### config.mk
export PLATFORM = sky130hd
export DESIGN_NAME = rcr_top
export DESIGN_NICKNAME = d
export VERILOG_FILES = /design/src/pkg/rcr_pkg.sv /design/src/pkg/rcr_cfg_if.sv /design/src/core/rcr_top.sv /design/src/core/rcr_launch.sv
export SDC_FILE = /design/constraint.sdc
export NUM_CORES = 1
export LEC_CHECK = 0
export BUFFER_PORTS_ARGS = -buffer_cell sky130_fd_sc_hd__buf_2
export CORE_MARGIN = 3
export CORE_UTILIZATION = 49
export CTS_CLUSTER_SIZE = 25
export DETAILED_ROUTE_END_ITERATION = 10
export GPL_ROUTABILITY_DRIVEN = 0
export PLACE_DENSITY_LB_ADDON = 0.08
export SLEW_MARGIN = 20
export SYNTH_ARGS = -nofsm -noshare
export SYNTH_HDL_FRONTEND = slang
export SYNTH_SLANG_ARGS = --single-unit
### constraint.sdc
create_clock -name MCLK -period 1.9 [get_ports MCLK]
set_clock_uncertainty 0.15 [all_clocks]
set_input_delay 0.19 -clock MCLK [delete_from_list [all_inputs] [get_ports MCLK]]
set_output_delay 0.19 -clock MCLK [all_outputs]
set_load 0.05 [all_outputs]
### src/pkg/rcr_pkg.sv
// constants of the per-channel receive control register bank
// assumes the host serial port is already decoded into address and strobes
package rcr_pkg;

  // ==========================================================================
  // sizes
  localparam int unsigned NUM_CH = 2;
  localparam int unsigned ADDR_W = 8;
  localparam int unsigned DATA_W = 8;

  // ==========================================================================
  // register map
  localparam logic [ADDR_W-1:0] RCR_ADDR_CH0 = 8'h05;
  localparam logic [ADDR_W-1:0] RCR_ADDR_CH1 = 8'h0D;
  localparam logic [DATA_W-1:0] RCR_RESET    = 8'h00;
  // bits 7:6 are read-only zero
  localparam logic [DATA_W-1:0] RCR_RW_MASK  = 8'h3F;
  localparam logic [DATA_W-1:0] RCR_RD_NONE  = 8'h00;

  // ==========================================================================
  // field positions
  localparam int unsigned BIT_DLOS_OFF = 5;
  localparam int unsigned BIT_ALOS_OFF = 4;
  localparam int unsigned BIT_EDGE_SEL = 3;
  localparam int unsigned BIT_MUTE     = 2;
  localparam int unsigned BIT_MONITOR  = 1;
  localparam int unsigned BIT_EQ       = 0;
  localparam int unsigned BIT_RSV_LO   = 6;
  localparam int unsigned BIT_RSV_HI   = 7;

endpackage : rcr_pkg

### src/pkg/rcr_cfg_if.sv
// configuration from the register bank and loss-of-signal state from CH_LOS, handed to the
// recovered-data launcher; assumes both ends share one clock
`timescale 1ns/1ps
`default_nettype none
interface rcr_cfg_if;
  import rcr_pkg::*;
  logic [NUM_CH-1:0] edge_fall;
  logic [NUM_CH-1:0] mute_en;
  logic [NUM_CH-1:0] los;
  modport ctl (output edge_fall, output mute_en, output los);
  modport lnc (input edge_fall, input mute_en, input los);
endinterface : rcr_cfg_if
`default_nettype wire

### src/core/rcr_top.sv
// receive control register bank for two line channels, with the control
// outputs it steers and the recovered-data launcher
// assumes the host serial interface hands over a decoded address and
// single-cycle read and write strobes on MCLK
`timescale 1ns/1ps
`default_nettype none

module rcr_top (
  // clock and reset
  input  wire logic                           MCLK,
  input  wire logic                           RESETN,
  // host register port
  input  wire logic [rcr_pkg::ADDR_W-1:0]     REG_ADDR,
  input  wire logic                           REG_WR,
  input  wire logic                           REG_RD,
  input  wire logic [rcr_pkg::DATA_W-1:0]     REG_WDATA,
  output logic      [rcr_pkg::DATA_W-1:0]     REG_RDATA,
  // channel status inputs
  input  wire logic [rcr_pkg::NUM_CH-1:0]     CH_E3_MODE,
  input  wire logic [rcr_pkg::NUM_CH-1:0]     CH_LOS,
  // recovered clock and raw data
  input  wire logic [rcr_pkg::NUM_CH-1:0]     RECOVERED_CLOCK,
  input  wire logic [rcr_pkg::NUM_CH-1:0]     RAW_POSITIVE_DATA,
  input  wire logic [rcr_pkg::NUM_CH-1:0]     RAW_NEGATIVE_DATA,
  // receiver control outputs
  output logic      [rcr_pkg::NUM_CH-1:0]     DIGITAL_LOS_ENABLE,
  output logic      [rcr_pkg::NUM_CH-1:0]     ANALOG_LOS_ENABLE,
  output logic      [rcr_pkg::NUM_CH-1:0]     MONITOR_MODE,
  output logic      [rcr_pkg::NUM_CH-1:0]     EQUALIZER_ENABLE,
  // recovered data outputs
  output logic      [rcr_pkg::NUM_CH-1:0]     RECOVERED_POSITIVE_DATA,
  output logic      [rcr_pkg::NUM_CH-1:0]     RECOVERED_NEGATIVE_DATA
);
  import rcr_pkg::*;

  logic [DATA_W-1:0] ctl_reg  [NUM_CH];
  logic [DATA_W-1:0] ctl_next [NUM_CH];
  logic [DATA_W-1:0] rdata_reg;
  logic [DATA_W-1:0] rdata_next;

  rcr_cfg_if cfg ();

  // ==========================================================================
  // address decode
  function automatic logic ch_hit(input logic [ADDR_W-1:0] addr, input int unsigned ch);
    logic [ADDR_W-1:0] base;
    base = (ch == 0) ? RCR_ADDR_CH0 : RCR_ADDR_CH1;
    return addr == base;
  endfunction : ch_hit

  // ==========================================================================
  // register bank
  always_comb begin
    rdata_next = RCR_RD_NONE;
    for (int c = 0; c < NUM_CH; c++) begin
      ctl_next[c] = ctl_reg[c];
      if (REG_WR && ch_hit(REG_ADDR, c)) begin
        // reserved bits never store, so they always read back zero
        ctl_next[c] = REG_WDATA & RCR_RW_MASK;
      end
      if (REG_RD && ch_hit(REG_ADDR, c)) begin
        rdata_next = ctl_reg[c];
      end
    end
  end

  always_ff @(posedge MCLK or negedge RESETN) begin
    if (!RESETN) begin
      for (int c = 0; c < NUM_CH; c++) begin
        ctl_reg[c] <= RCR_RESET;
      end
      rdata_reg <= RCR_RD_NONE;
    end else begin
      for (int c = 0; c < NUM_CH; c++) begin
        ctl_reg[c] <= ctl_next[c];
      end
      rdata_reg <= rdata_next;
    end
  end

  assign REG_RDATA = rdata_reg;

  // ==========================================================================
  // control outputs
  for (genvar g = 0; g < NUM_CH; g++) begin : g_ch
    assign DIGITAL_LOS_ENABLE[g] = ~(ctl_reg[g][BIT_DLOS_OFF] & ~CH_E3_MODE[g]);
    assign ANALOG_LOS_ENABLE[g]  = ~(ctl_reg[g][BIT_ALOS_OFF] & ~CH_E3_MODE[g]);
    assign MONITOR_MODE[g]       = ctl_reg[g][BIT_MONITOR];
    assign EQUALIZER_ENABLE[g]   = ctl_reg[g][BIT_EQ];
    assign cfg.edge_fall[g]      = ctl_reg[g][BIT_EDGE_SEL];
    assign cfg.mute_en[g]        = ctl_reg[g][BIT_MUTE];
  end
  assign cfg.los = CH_LOS;

  // ==========================================================================
  // recovered data path
  rcr_launch u_launch (
    .clk     (MCLK),
    .rst_n   (RESETN),
    .cfg     (cfg.lnc),
    .rclk    (RECOVERED_CLOCK),
    .pos_in  (RAW_POSITIVE_DATA),
    .neg_in  (RAW_NEGATIVE_DATA),
    .pos_out (RECOVERED_POSITIVE_DATA),
    .neg_out (RECOVERED_NEGATIVE_DATA)
  );

  // ==========================================================================
  // checks
  a_write_read_back: assert property (
    @(posedge MCLK) disable iff (!RESETN)
    (REG_WR && REG_ADDR == RCR_ADDR_CH1) ##1 (REG_RD && !REG_WR && REG_ADDR == RCR_ADDR_CH1)
      |=> REG_RDATA == ($past(REG_WDATA, 2) & RCR_RW_MASK))
    else $error("channel 1 register did not read back the written value");

  a_unmapped_reads_zero: assert property (
    @(posedge MCLK) disable iff (!RESETN)
    (REG_RD && REG_ADDR != RCR_ADDR_CH0 && REG_ADDR != RCR_ADDR_CH1) |=> REG_RDATA == RCR_RD_NONE)
    else $error("unmapped read returned data");

  a_reserved_read_zero: assert property (
    @(posedge MCLK) disable iff (!RESETN)
    REG_RDATA[BIT_RSV_HI:BIT_RSV_LO] == '0)
    else $error("reserved bits read nonzero");

  a_dlos_off_ds3: assert property (
    @(posedge MCLK) disable iff (!RESETN)
    (REG_WR && REG_ADDR == RCR_ADDR_CH0 && REG_WDATA[BIT_DLOS_OFF]) ##1 !CH_E3_MODE[0]
      |-> !DIGITAL_LOS_ENABLE[0])
    else $error("digital detector still enabled after disable write");

  a_alos_off_ds3: assert property (
    @(posedge MCLK) disable iff (!RESETN)
    (REG_WR && REG_ADDR == RCR_ADDR_CH1 && REG_WDATA[BIT_ALOS_OFF]) ##1 !CH_E3_MODE[1]
      |-> !ANALOG_LOS_ENABLE[1])
    else $error("analog detector still enabled after disable write");

  a_e3_ignores_off: assert property (
    @(posedge MCLK) disable iff (!RESETN)
    CH_E3_MODE[0] |-> DIGITAL_LOS_ENABLE[0] && ANALOG_LOS_ENABLE[0])
    else $error("detector disabled while in E3 mode");

  a_monitor_mode_set: assert property (
    @(posedge MCLK) disable iff (!RESETN)
    (REG_WR && REG_ADDR == RCR_ADDR_CH1) |=> MONITOR_MODE[1] == $past(REG_WDATA[BIT_MONITOR]))
    else $error("monitor mode does not follow the write");

  a_equalizer_set: assert property (
    @(posedge MCLK) disable iff (!RESETN)
    (REG_WR && REG_ADDR == RCR_ADDR_CH0) |=> EQUALIZER_ENABLE[0] == $past(REG_WDATA[BIT_EQ]))
    else $error("equalizer enable does not follow the write");

  a_write_read_ch0: assert property (
    @(posedge MCLK) disable iff (!RESETN)
    (REG_WR && REG_ADDR == RCR_ADDR_CH0) ##1 (REG_RD && !REG_WR && REG_ADDR == RCR_ADDR_CH0)
      |=> REG_RDATA == ($past(REG_WDATA, 2) & RCR_RW_MASK))
    else $error("channel 0 register did not read back the written value");

  a_idle_rdata_zero: assert property (
    @(posedge MCLK) disable iff (!RESETN)
    !REG_RD |=> REG_RDATA == RCR_RD_NONE)
    else $error("read data stood longer than one cycle");

  a_stray_write_hold: assert property (
    @(posedge MCLK) disable iff (!RESETN)
    !(REG_WR && (REG_ADDR == RCR_ADDR_CH0 || REG_ADDR == RCR_ADDR_CH1))
      |=> $stable(MONITOR_MODE) && $stable(EQUALIZER_ENABLE))
    else $error("control outputs changed without a mapped write");

  a_digital_off_ch1: assert property (
    @(posedge MCLK) disable iff (!RESETN)
    (REG_WR && REG_ADDR == RCR_ADDR_CH1 && REG_WDATA[BIT_DLOS_OFF]) ##1 !CH_E3_MODE[1]
      |-> !DIGITAL_LOS_ENABLE[1])
    else $error("channel 1 digital detector still enabled after disable write");

  a_digital_on_ch0: assert property (
    @(posedge MCLK) disable iff (!RESETN)
    (REG_WR && REG_ADDR == RCR_ADDR_CH0 && !REG_WDATA[BIT_DLOS_OFF]) |=> DIGITAL_LOS_ENABLE[0])
    else $error("channel 0 digital detector off after enable write");

  a_analog_off_ch0: assert property (
    @(posedge MCLK) disable iff (!RESETN)
    (REG_WR && REG_ADDR == RCR_ADDR_CH0 && REG_WDATA[BIT_ALOS_OFF]) ##1 !CH_E3_MODE[0]
      |-> !ANALOG_LOS_ENABLE[0])
    else $error("channel 0 analog detector still enabled after disable write");

  a_analog_on_ch1: assert property (
    @(posedge MCLK) disable iff (!RESETN)
    (REG_WR && REG_ADDR == RCR_ADDR_CH1 && !REG_WDATA[BIT_ALOS_OFF]) |=> ANALOG_LOS_ENABLE[1])
    else $error("channel 1 analog detector off after enable write");

  a_e3_ignores_ch1: assert property (
    @(posedge MCLK) disable iff (!RESETN)
    CH_E3_MODE[1] |-> DIGITAL_LOS_ENABLE[1] && ANALOG_LOS_ENABLE[1])
    else $error("channel 1 detector disabled while in E3 mode");

  a_monitor_mode_ch0: assert property (
    @(posedge MCLK) disable iff (!RESETN)
    (REG_WR && REG_ADDR == RCR_ADDR_CH0) |=> MONITOR_MODE[0] == $past(REG_WDATA[BIT_MONITOR]))
    else $error("channel 0 monitor mode does not follow the write");

  a_equalizer_ch1: assert property (
    @(posedge MCLK) disable iff (!RESETN)
    (REG_WR && REG_ADDR == RCR_ADDR_CH1) |=> EQUALIZER_ENABLE[1] == $past(REG_WDATA[BIT_EQ]))
    else $error("channel 1 equalizer enable does not follow the write");

endmodule : rcr_top
`default_nettype wire

### src/core/rcr_launch.sv
// recovered data launcher: re-times positive/negative data on the selected
// recovered-clock edge and mutes it on loss of signal
// assumes recovered clock and data are synchronous samples on the system clock
`timescale 1ns/1ps
`default_nettype none
module rcr_launch (
  // clock and reset
  input  wire logic                       clk,
  input  wire logic                       rst_n,
  // configuration
  rcr_cfg_if.lnc                          cfg,
  // recovered clock and data
  input  wire logic [rcr_pkg::NUM_CH-1:0] rclk,
  input  wire logic [rcr_pkg::NUM_CH-1:0] pos_in,
  input  wire logic [rcr_pkg::NUM_CH-1:0] neg_in,
  output logic      [rcr_pkg::NUM_CH-1:0] pos_out,
  output logic      [rcr_pkg::NUM_CH-1:0] neg_out
);
  import rcr_pkg::*;

  logic [NUM_CH-1:0] prev_reg;
  logic [NUM_CH-1:0] pos_reg;
  logic [NUM_CH-1:0] neg_reg;
  logic [NUM_CH-1:0] pos_next;
  logic [NUM_CH-1:0] neg_next;
  logic [NUM_CH-1:0] rise;
  logic [NUM_CH-1:0] fall;

  // ==========================================================================
  // edge select and mute
  always_comb begin
    rise     = rclk & ~prev_reg;
    fall     = ~rclk & prev_reg;
    pos_next = pos_reg;
    neg_next = neg_reg;
    for (int c = 0; c < NUM_CH; c++) begin
      if (cfg.mute_en[c] && cfg.los[c]) begin
        pos_next[c] = 1'b0;
        neg_next[c] = 1'b0;
      end else if (cfg.edge_fall[c] ? fall[c] : rise[c]) begin
        pos_next[c] = pos_in[c];
        neg_next[c] = neg_in[c];
      end
    end
  end

  always_ff @(posedge clk or negedge rst_n) begin
    if (!rst_n) begin
      prev_reg <= '0;
      pos_reg  <= '0;
      neg_reg  <= '0;
    end else begin
      prev_reg <= rclk;
      pos_reg  <= pos_next;
      neg_reg  <= neg_next;
    end
  end

  assign pos_out = pos_reg;
  assign neg_out = neg_reg;

  // ==========================================================================
  // checks
  a_rise_launch_data: assert property (
    @(posedge clk) disable iff (!rst_n)
    (!cfg.edge_fall[0] && rclk[0] && !prev_reg[0] && !(cfg.mute_en[0] && cfg.los[0]))
      |=> (pos_out[0] == $past(pos_in[0])) && (neg_out[0] == $past(neg_in[0])))
    else $error("data not launched on rising recovered clock");

  a_fall_launch_data: assert property (
    @(posedge clk) disable iff (!rst_n)
    (cfg.edge_fall[1] && !rclk[1] && prev_reg[1] && !(cfg.mute_en[1] && cfg.los[1]))
      |=> (pos_out[1] == $past(pos_in[1])) && (neg_out[1] == $past(neg_in[1])))
    else $error("data not launched on falling recovered clock");

  a_wrong_edge_hold: assert property (
    @(posedge clk) disable iff (!rst_n)
    (cfg.edge_fall[0] && rclk[0] && !prev_reg[0] && !(cfg.mute_en[0] && cfg.los[0]))
      |=> $stable(pos_out[0]) && $stable(neg_out[0]))
    else $error("data launched on the unselected edge");

  a_mute_forces_low: assert property (
    @(posedge clk) disable iff (!rst_n)
    (cfg.mute_en[0] && cfg.los[0]) [*2] |-> !pos_out[0] && !neg_out[0])
    else $error("recovered data not muted during loss of signal");

endmodule : rcr_launch
`default_nettype wire

==> results.sh, run 1 <==
export IMPL_status="finished clean"
export IMPL_relSlewSlack=0.652
export IMPL_cts_resized=0
export IMPL_arrival_ns=1.48
export IMPL_regToRegStartpoint="cfg.edge_fall[0]$_DFFE_PN0P_"
export IMPL_overflow=0
export IMPL_largest_register_ff_count=6
export IMPL_cts_htree_levels=1
export IMPL_async_flop_share=1.00
export IMPL_endpoint="u_launch.pos_out[1]$_DFFE_PN0P_"
export IMPL_grt_max_degree=25
export IMPL_die_w_um=54.1
export IMPL_yosysWarnings=0
export IMPL_grt_first_pass_wirelength_mm=3.89
export IMPL_vias_per_cell=5.06
export IMPL_synth_edff_count=0
export IMPL_grt_setup_unrepaired="no"
export IMPL_io_buffer_count=45
export IMPL_whs_ns=0.0200
export IMPL_reg2reg_depth=3
export IMPL_switching_share=0.282
export IMPL_die_h_um=54.1
export IMPL_period_share=0.750
export IMPL_dpl_instance_area_um2=1340
export IMPL_endpoint_kind="register"
export IMPL_drv_cap=0
export IMPL_start_util=0.544
export IMPL_cts_tree="built"
export IMPL_insertedDiodeCount=0
export IMPL_cts_sinks=24
export IMPL_vias=870
export IMPL_cts_made_buffers=3
export IMPL_grt_pass1_vias=947
export IMPL_tns_ns=0
export IMPL_drive_gt1_frac=0.455
export IMPL_p_sw_mw=0.289
export IMPL_vdd_drop_max_v=0.000467
export IMPL_wl_per_cell_um=13.8
export IMPL_max_freq_mhz=702
export IMPL_p_int_mw=0.736
export IMPL_ys_seq_area_frac=0.530
export IMPL_dp_hpwl_mm=1.67
export IMPL_rr_endpoint="u_launch.neg_out[0]$_DFFE_PN0P_"
export IMPL_p_leak_nw=0.791
export IMPL_yosysUniqueCellTypes=23
export IMPL_seqPwrFrac=0.541
export IMPL_syn_avg_cell_area_um2=12.7
export IMPL_antenna_found_initial=0
export IMPL_clkTransAtPathRegs_ns=0.12
export IMPL_hp_class="input pin to register"
export IMPL_worstSkewPairLatency_ns=0.31
export IMPL_synth_seq_cells=24
export IMPL_startpoint="RECOVERED_CLOCK[1]"
export IMPL_start_kind="input pin"
export IMPL_synth_area_um2=1130
export IMPL_stdcell_area_um2=1510
export IMPL_rrSetupSlack_ns=0.52
export IMPL_cts_root_buf="clkbuf_4"
export IMPL_coreArea_um2=2080
export IMPL_synth_cells=89
export IMPL_io_pins=50
export IMPL_num_rows=16
export IMPL_drt_iter0_drc=1
export IMPL_postRouteAntennaNets=0
export IMPL_fin_nets=176
export IMPL_dieArea_um2=2930
export IMPL_drt_total_wl_mm=2.37
export IMPL_hold_viol_final=0
export IMPL_p_comb_frac=0.203
export IMPL_power_density_nw_per_um2=679
export IMPL_pwr_share_clk=0.256
export IMPL_setup_viol=0
export IMPL_drtPass1Iterations=3
export IMPL_worstMarginPinSlew_ns=0.521
export IMPL_clk_path_buf_depth=2
export IMPL_syn_to_final_growth_pct=33.1
export IMPL_post_route_drc_count=0
export IMPL_path_max_fanout=5
export IMPL_required_ns=1.95
export IMPL_worstSetupPathType="input pin to register"
export IMPL_groute_usage_overall=0.191
export IMPL_ys_flop_type="dfrtp_1"
export IMPL_layout_min_cycle_time_ns=1.42
export IMPL_slew_viol_final=0
==> synthesized netlist by cell type (2+ instances only) <==
cell / n / area share
dfrtp_1: 24 / 0.53
buf_4: 6 / 0.040
mux2_2: 6 / 0.060
mux2_4: 6 / 0.079
mux2i_1: 6 / 0.053
nor2_1: 6 / 0.020
a21oi_1: 4 / 0.018
nand2b_1: 4 / 0.022
nand3_1: 4 / 0.018
o21ai_0: 4 / 0.018
and3b_1: 3 / 0.023
and2_1: 2 / 0.011
nand3b_1: 2 / 0.013
nor3b_1: 2 / 0.013
or3b_2: 2 / 0.015
==> timing repair <==
item / CTS / global route
hold endpoints to repair: 41 / 0
hold buffers: 13 / 0
buffers inserted: 0 / 0
==> area by class of cell <==
cell class / count / area, um2
repair buffers: 59 / 363
well taps: 27 / 33.8
clock buffers: 4 / 36.3
fillers: 172 / 573
flip-flops and latches: 24 / 601
multi-input cells: 58 / 475
==> logic make-up (layout without fill, tap and decap cells) <==
logic type / count (synthesis) / count (layout) / share of synthesized area
AND/OR/NAND/NOR: 30 / 30 / 0.185
multiplexers: 18 / 18 / 0.192
other: 1 / 2 / 0.00331
buffers and inverters: 8 / 63 / 0.0541
AO/OA/AOI/OAI: 8 / 8 / 0.0353
flip-flops: 24 / 24 / 0.530
==> layer usage <==
layer	routed length, um	vias to the layer above	share of wire	global-route usage
met5	0	-	0	0
li1	-	419	-	-
met2	1300	29	0.55	0.381
met3	144	4	0.061	0.0443
met4	31	0	0.013	0.0871
met1	894	418	0.38	0.179
==> how the worst min path moves through the flow <==
stage | slack [ns] | from | to | cells past startpoint
4_1_cts | 0.006 | CH_LOS[0] | u_launch.pos_out[0]$_DFFE_PN0P_ | 3
2_1_floorplan | -0.26 | RESETN | EQUALIZER_ENABLE[0]$_DFFE_PN0P_ | 0
6_report | 0.02 | CH_LOS[0] | u_launch.pos_out[0]$_DFFE_PN0P_ | 3
3_3_place_gp | 0.04 | RESETN | EQUALIZER_ENABLE[0]$_DFFE_PN0P_ | 1
3_5_place_dp | 0.04 | RESETN | EQUALIZER_ENABLE[0]$_DFFE_PN0P_ | 1
5_1_grt | 0.003 | CH_LOS[0] | u_launch.pos_out[0]$_DFFE_PN0P_ | 3
==> cell usage in the layout (no fill, tap or decap) <==
cell and count:
nand3b_1 2, a21oi_1 4, dfrtp_1 24, mux2_2 6, nand4_1 1, nand3_1 4
nand2b_1 4, nor2b_1 1, mux2_4 6, conb_1 2, dlygate4sd3_1 13, buf_4 1
and2_1 2, buf_2 45, o21ai_0 4, nor3b_1 2, nor4_4 1, and4b_1 1
nand4_2 1, clkbuf_4 3, or3b_2 2, and3b_1 3, nor2_1 6, mux2i_1 6
clkbuf_8 1
==> power by group through the flow <==
stage	logic [mW]	registers, mW	clock network [mW]
2_1_floorplan	0.0911	0.600	0
3_3_place_gp	0.184	0.562	0
3_5_place_dp	0.188	0.564	0
4_1_cts	0.210	0.554	0.275
5_1_grt	0.225	0.558	0.294
6_report	0.208	0.554	0.262
==> through the flow <==
step	power [mW]	utilization	cells	setup WS (ns)
floorplan	0.691	-	90	0.485
global placement	0.747	0.645	155	0.304
detailed placement	0.752	0.645	155	0.286
CTS	1.04	0.725	172	0.478
global route	1.08	0.725	172	0.422
finish	1.02	0.725	172	0.476
==> critical path: stages <==
cell and delay [ns]:
dlygate4sd3_1 0.52, buf_2 0.13, or3b_2 0.47, nand3_1 0.10, a21oi_1 0.06
Note: power is estimated with default switching activity, not from simulation.
==> inputs of run 2 (changes only) <==
- CORE_UTILIZATION: 49 -> 41
- clock period: 1.9 -> 1.2 ns (I/O delays scaled with it)
==> results.sh, run 2 (same netlist as run 1, synthesis figures left out) <==
export IMPL_max_freq_mhz=797
export IMPL_cts_htree_levels=1
export IMPL_grt_setup_unrepaired="yes"
export IMPL_path_max_fanout=3
export IMPL_worstMarginPinSlew_ns=0.531
export IMPL_seqPwrFrac=0.522
export IMPL_endpoint="ANALOG_LOS_ENABLE[0]"
export IMPL_vias=954
export IMPL_wl_per_cell_um=13.3
export IMPL_fin_cells=197
export IMPL_p_leak_nw=0.932
export IMPL_clkTransAtPathRegs_ns=0.13
export IMPL_start_kind="register"
export IMPL_drtPass1Iterations=3
export IMPL_grt_max_degree=25
export IMPL_grt_pass1_vias=956
export IMPL_cts_sinks=24
export IMPL_p_sw_mw=0.485
export IMPL_place_ws_ns=-0.348
export IMPL_clk_path_buf_depth=2
export IMPL_dpl_instance_area_um2=1420
export IMPL_groute_usage_overall=0.162
export IMPL_drv_cap=0
export IMPL_final_cell_mix="27 x buf_2, 27 x buf_4, 23 x dfrtp_1"
export IMPL_whs_ns=0.0373
export IMPL_tns_ns=-0.218
export IMPL_cts_tree="built"
export IMPL_overflow=0
export IMPL_drt_iter0_drc=22
export IMPL_die_h_um=58.6
export IMPL_largest_register_ff_count=6
export IMPL_vdd_drop_max_v=0.000816
export IMPL_cts_made_buffers=3
export IMPL_regToRegStartpoint="u_launch.prev_reg[0]$_DFF_PN0_"
export IMPL_min_from="REG_RD"
export IMPL_finalPower_mw=1.68
export IMPL_hold_viol_final=0
export IMPL_worstSetupPathType="register to primary output"
export IMPL_p_comb_frac=0.273
export IMPL_fin_nets=199
export IMPL_relSlewSlack=0.646
export IMPL_vias_per_cell=4.84
export IMPL_hp_class="input pin to register"
export IMPL_setup_viol=8
export IMPL_layout_min_cycle_time_ns=1.25
export IMPL_required_ns=0.93
export IMPL_insertedDiodeCount=0
export IMPL_syn_to_final_growth_pct=62.1
export IMPL_dieArea_um2=3430
export IMPL_violations="setup timing"
export IMPL_startpoint="ctl_reg[12]$_DFFE_PN0P_"
export IMPL_start_util=0.445
export IMPL_coreArea_um2=2540
export IMPL_power_density_nw_per_um2=915
export IMPL_drt_total_wl_mm=2.63
export IMPL_cts_root_buf="clkbuf_4"
export IMPL_slew_viol_final=0
export IMPL_period_share=1.05
export IMPL_p_int_mw=1.20
export IMPL_endpoint_kind="primary output"
export IMPL_dp_cells=165
export IMPL_antenna_found_initial=0
export IMPL_status="finished with violations"
export IMPL_io_pins=50
export IMPL_rr_endpoint="u_launch.neg_out[0]$_DFFE_PN0P_"
export IMPL_num_rows=18
export IMPL_setup_ws_ns=-0.0544
export IMPL_switching_share=0.289
export IMPL_worstSkewPairLatency_ns=0.31
export IMPL_postRouteAntennaNets=0
export IMPL_arrival_ns=0.98
export IMPL_reg2reg_depth=3
export IMPL_grt_first_pass_wirelength_mm=4.20
export IMPL_drive_gt1_frac=0.575
export IMPL_rrSetupSlack_ns=-0.03
export IMPL_stdcell_area_um2=1840
export IMPL_die_w_um=58.6
export IMPL_fin_util=0.722
export IMPL_io_buffer_count=45
export IMPL_pwr_share_clk=0.204
export IMPL_dp_hpwl_mm=1.75
export IMPL_post_route_drc_count=0
run 2: changes by cell type in the layout (fill, tap and decap cells not counted), sizes merged:
cell | previous run | this run
dlygate4sd3 | 13 | 15
buf | 46 | 67
clkbuf | 4 | 3
run 2: power by group through the flow:
stage / Sequential, mW / Clock (mW) / Combinational (mW)
2_1_floorplan: 0.951 / 0 / 0.147
3_3_place_gp: 0.891 / 0 / 0.310
3_5_place_dp: 0.892 / 0 / 0.316
4_1_cts: 0.879 / 0.366 / 0.414
5_1_grt: 0.883 / 0.399 / 0.493
6_report: 0.878 / 0.344 / 0.459
run 2: critical path: stages, from the launching register on:
cell and delay, ns:
dfrtp_1 0.42, nand2b_1 0.10, buf_6 0.16
run 2: what timing repair did:
| action | CTS | global route |
|---|---|---|
| gates resized for setup | 27 | 21 |
| endpoints found under the setup margin | 18 | 27 |
| hold endpoints to repair | 42 | 0 |
| hold buffers | 15 | 0 |
| pin swaps | 6 | 2 |
| setup buffers | 8 | 6 |
run 2: layout make-up:
type / count / area, um2
fill: 194 / 707
timing repair buffer: 82 / 643
sequential: 24 / 602
multi-input combinational: 58 / 533
tap: 30 / 37.5
clock buffer: 3 / 22.5
run 2: how the worst min path moves through the flow:
stage,end,depth (start not counted)
final,REG_RDATA[3]$_DFF_PN0_,4
after CTS,REG_RDATA[3]$_DFF_PN0_,4
after floorplan,EQUALIZER_ENABLE[0]$_DFFE_PN0P_,0
after global placement,EQUALIZER_ENABLE[1]$_DFFE_PN0P_,1
after detailed placement,REG_RDATA[0]$_DFF_PN0_,1
after global routing,REG_RDATA[3]$_DFF_PN0_,4
run 2: per-layer routing:
metal  routed length (um)  up-vias  GRT usage
met5                    0        -          0
met4                   15        0     0.0583
met3                  132        2     0.0285
met2                 1380       23      0.278
met1                 1100      461      0.206
li1                     -      468          -
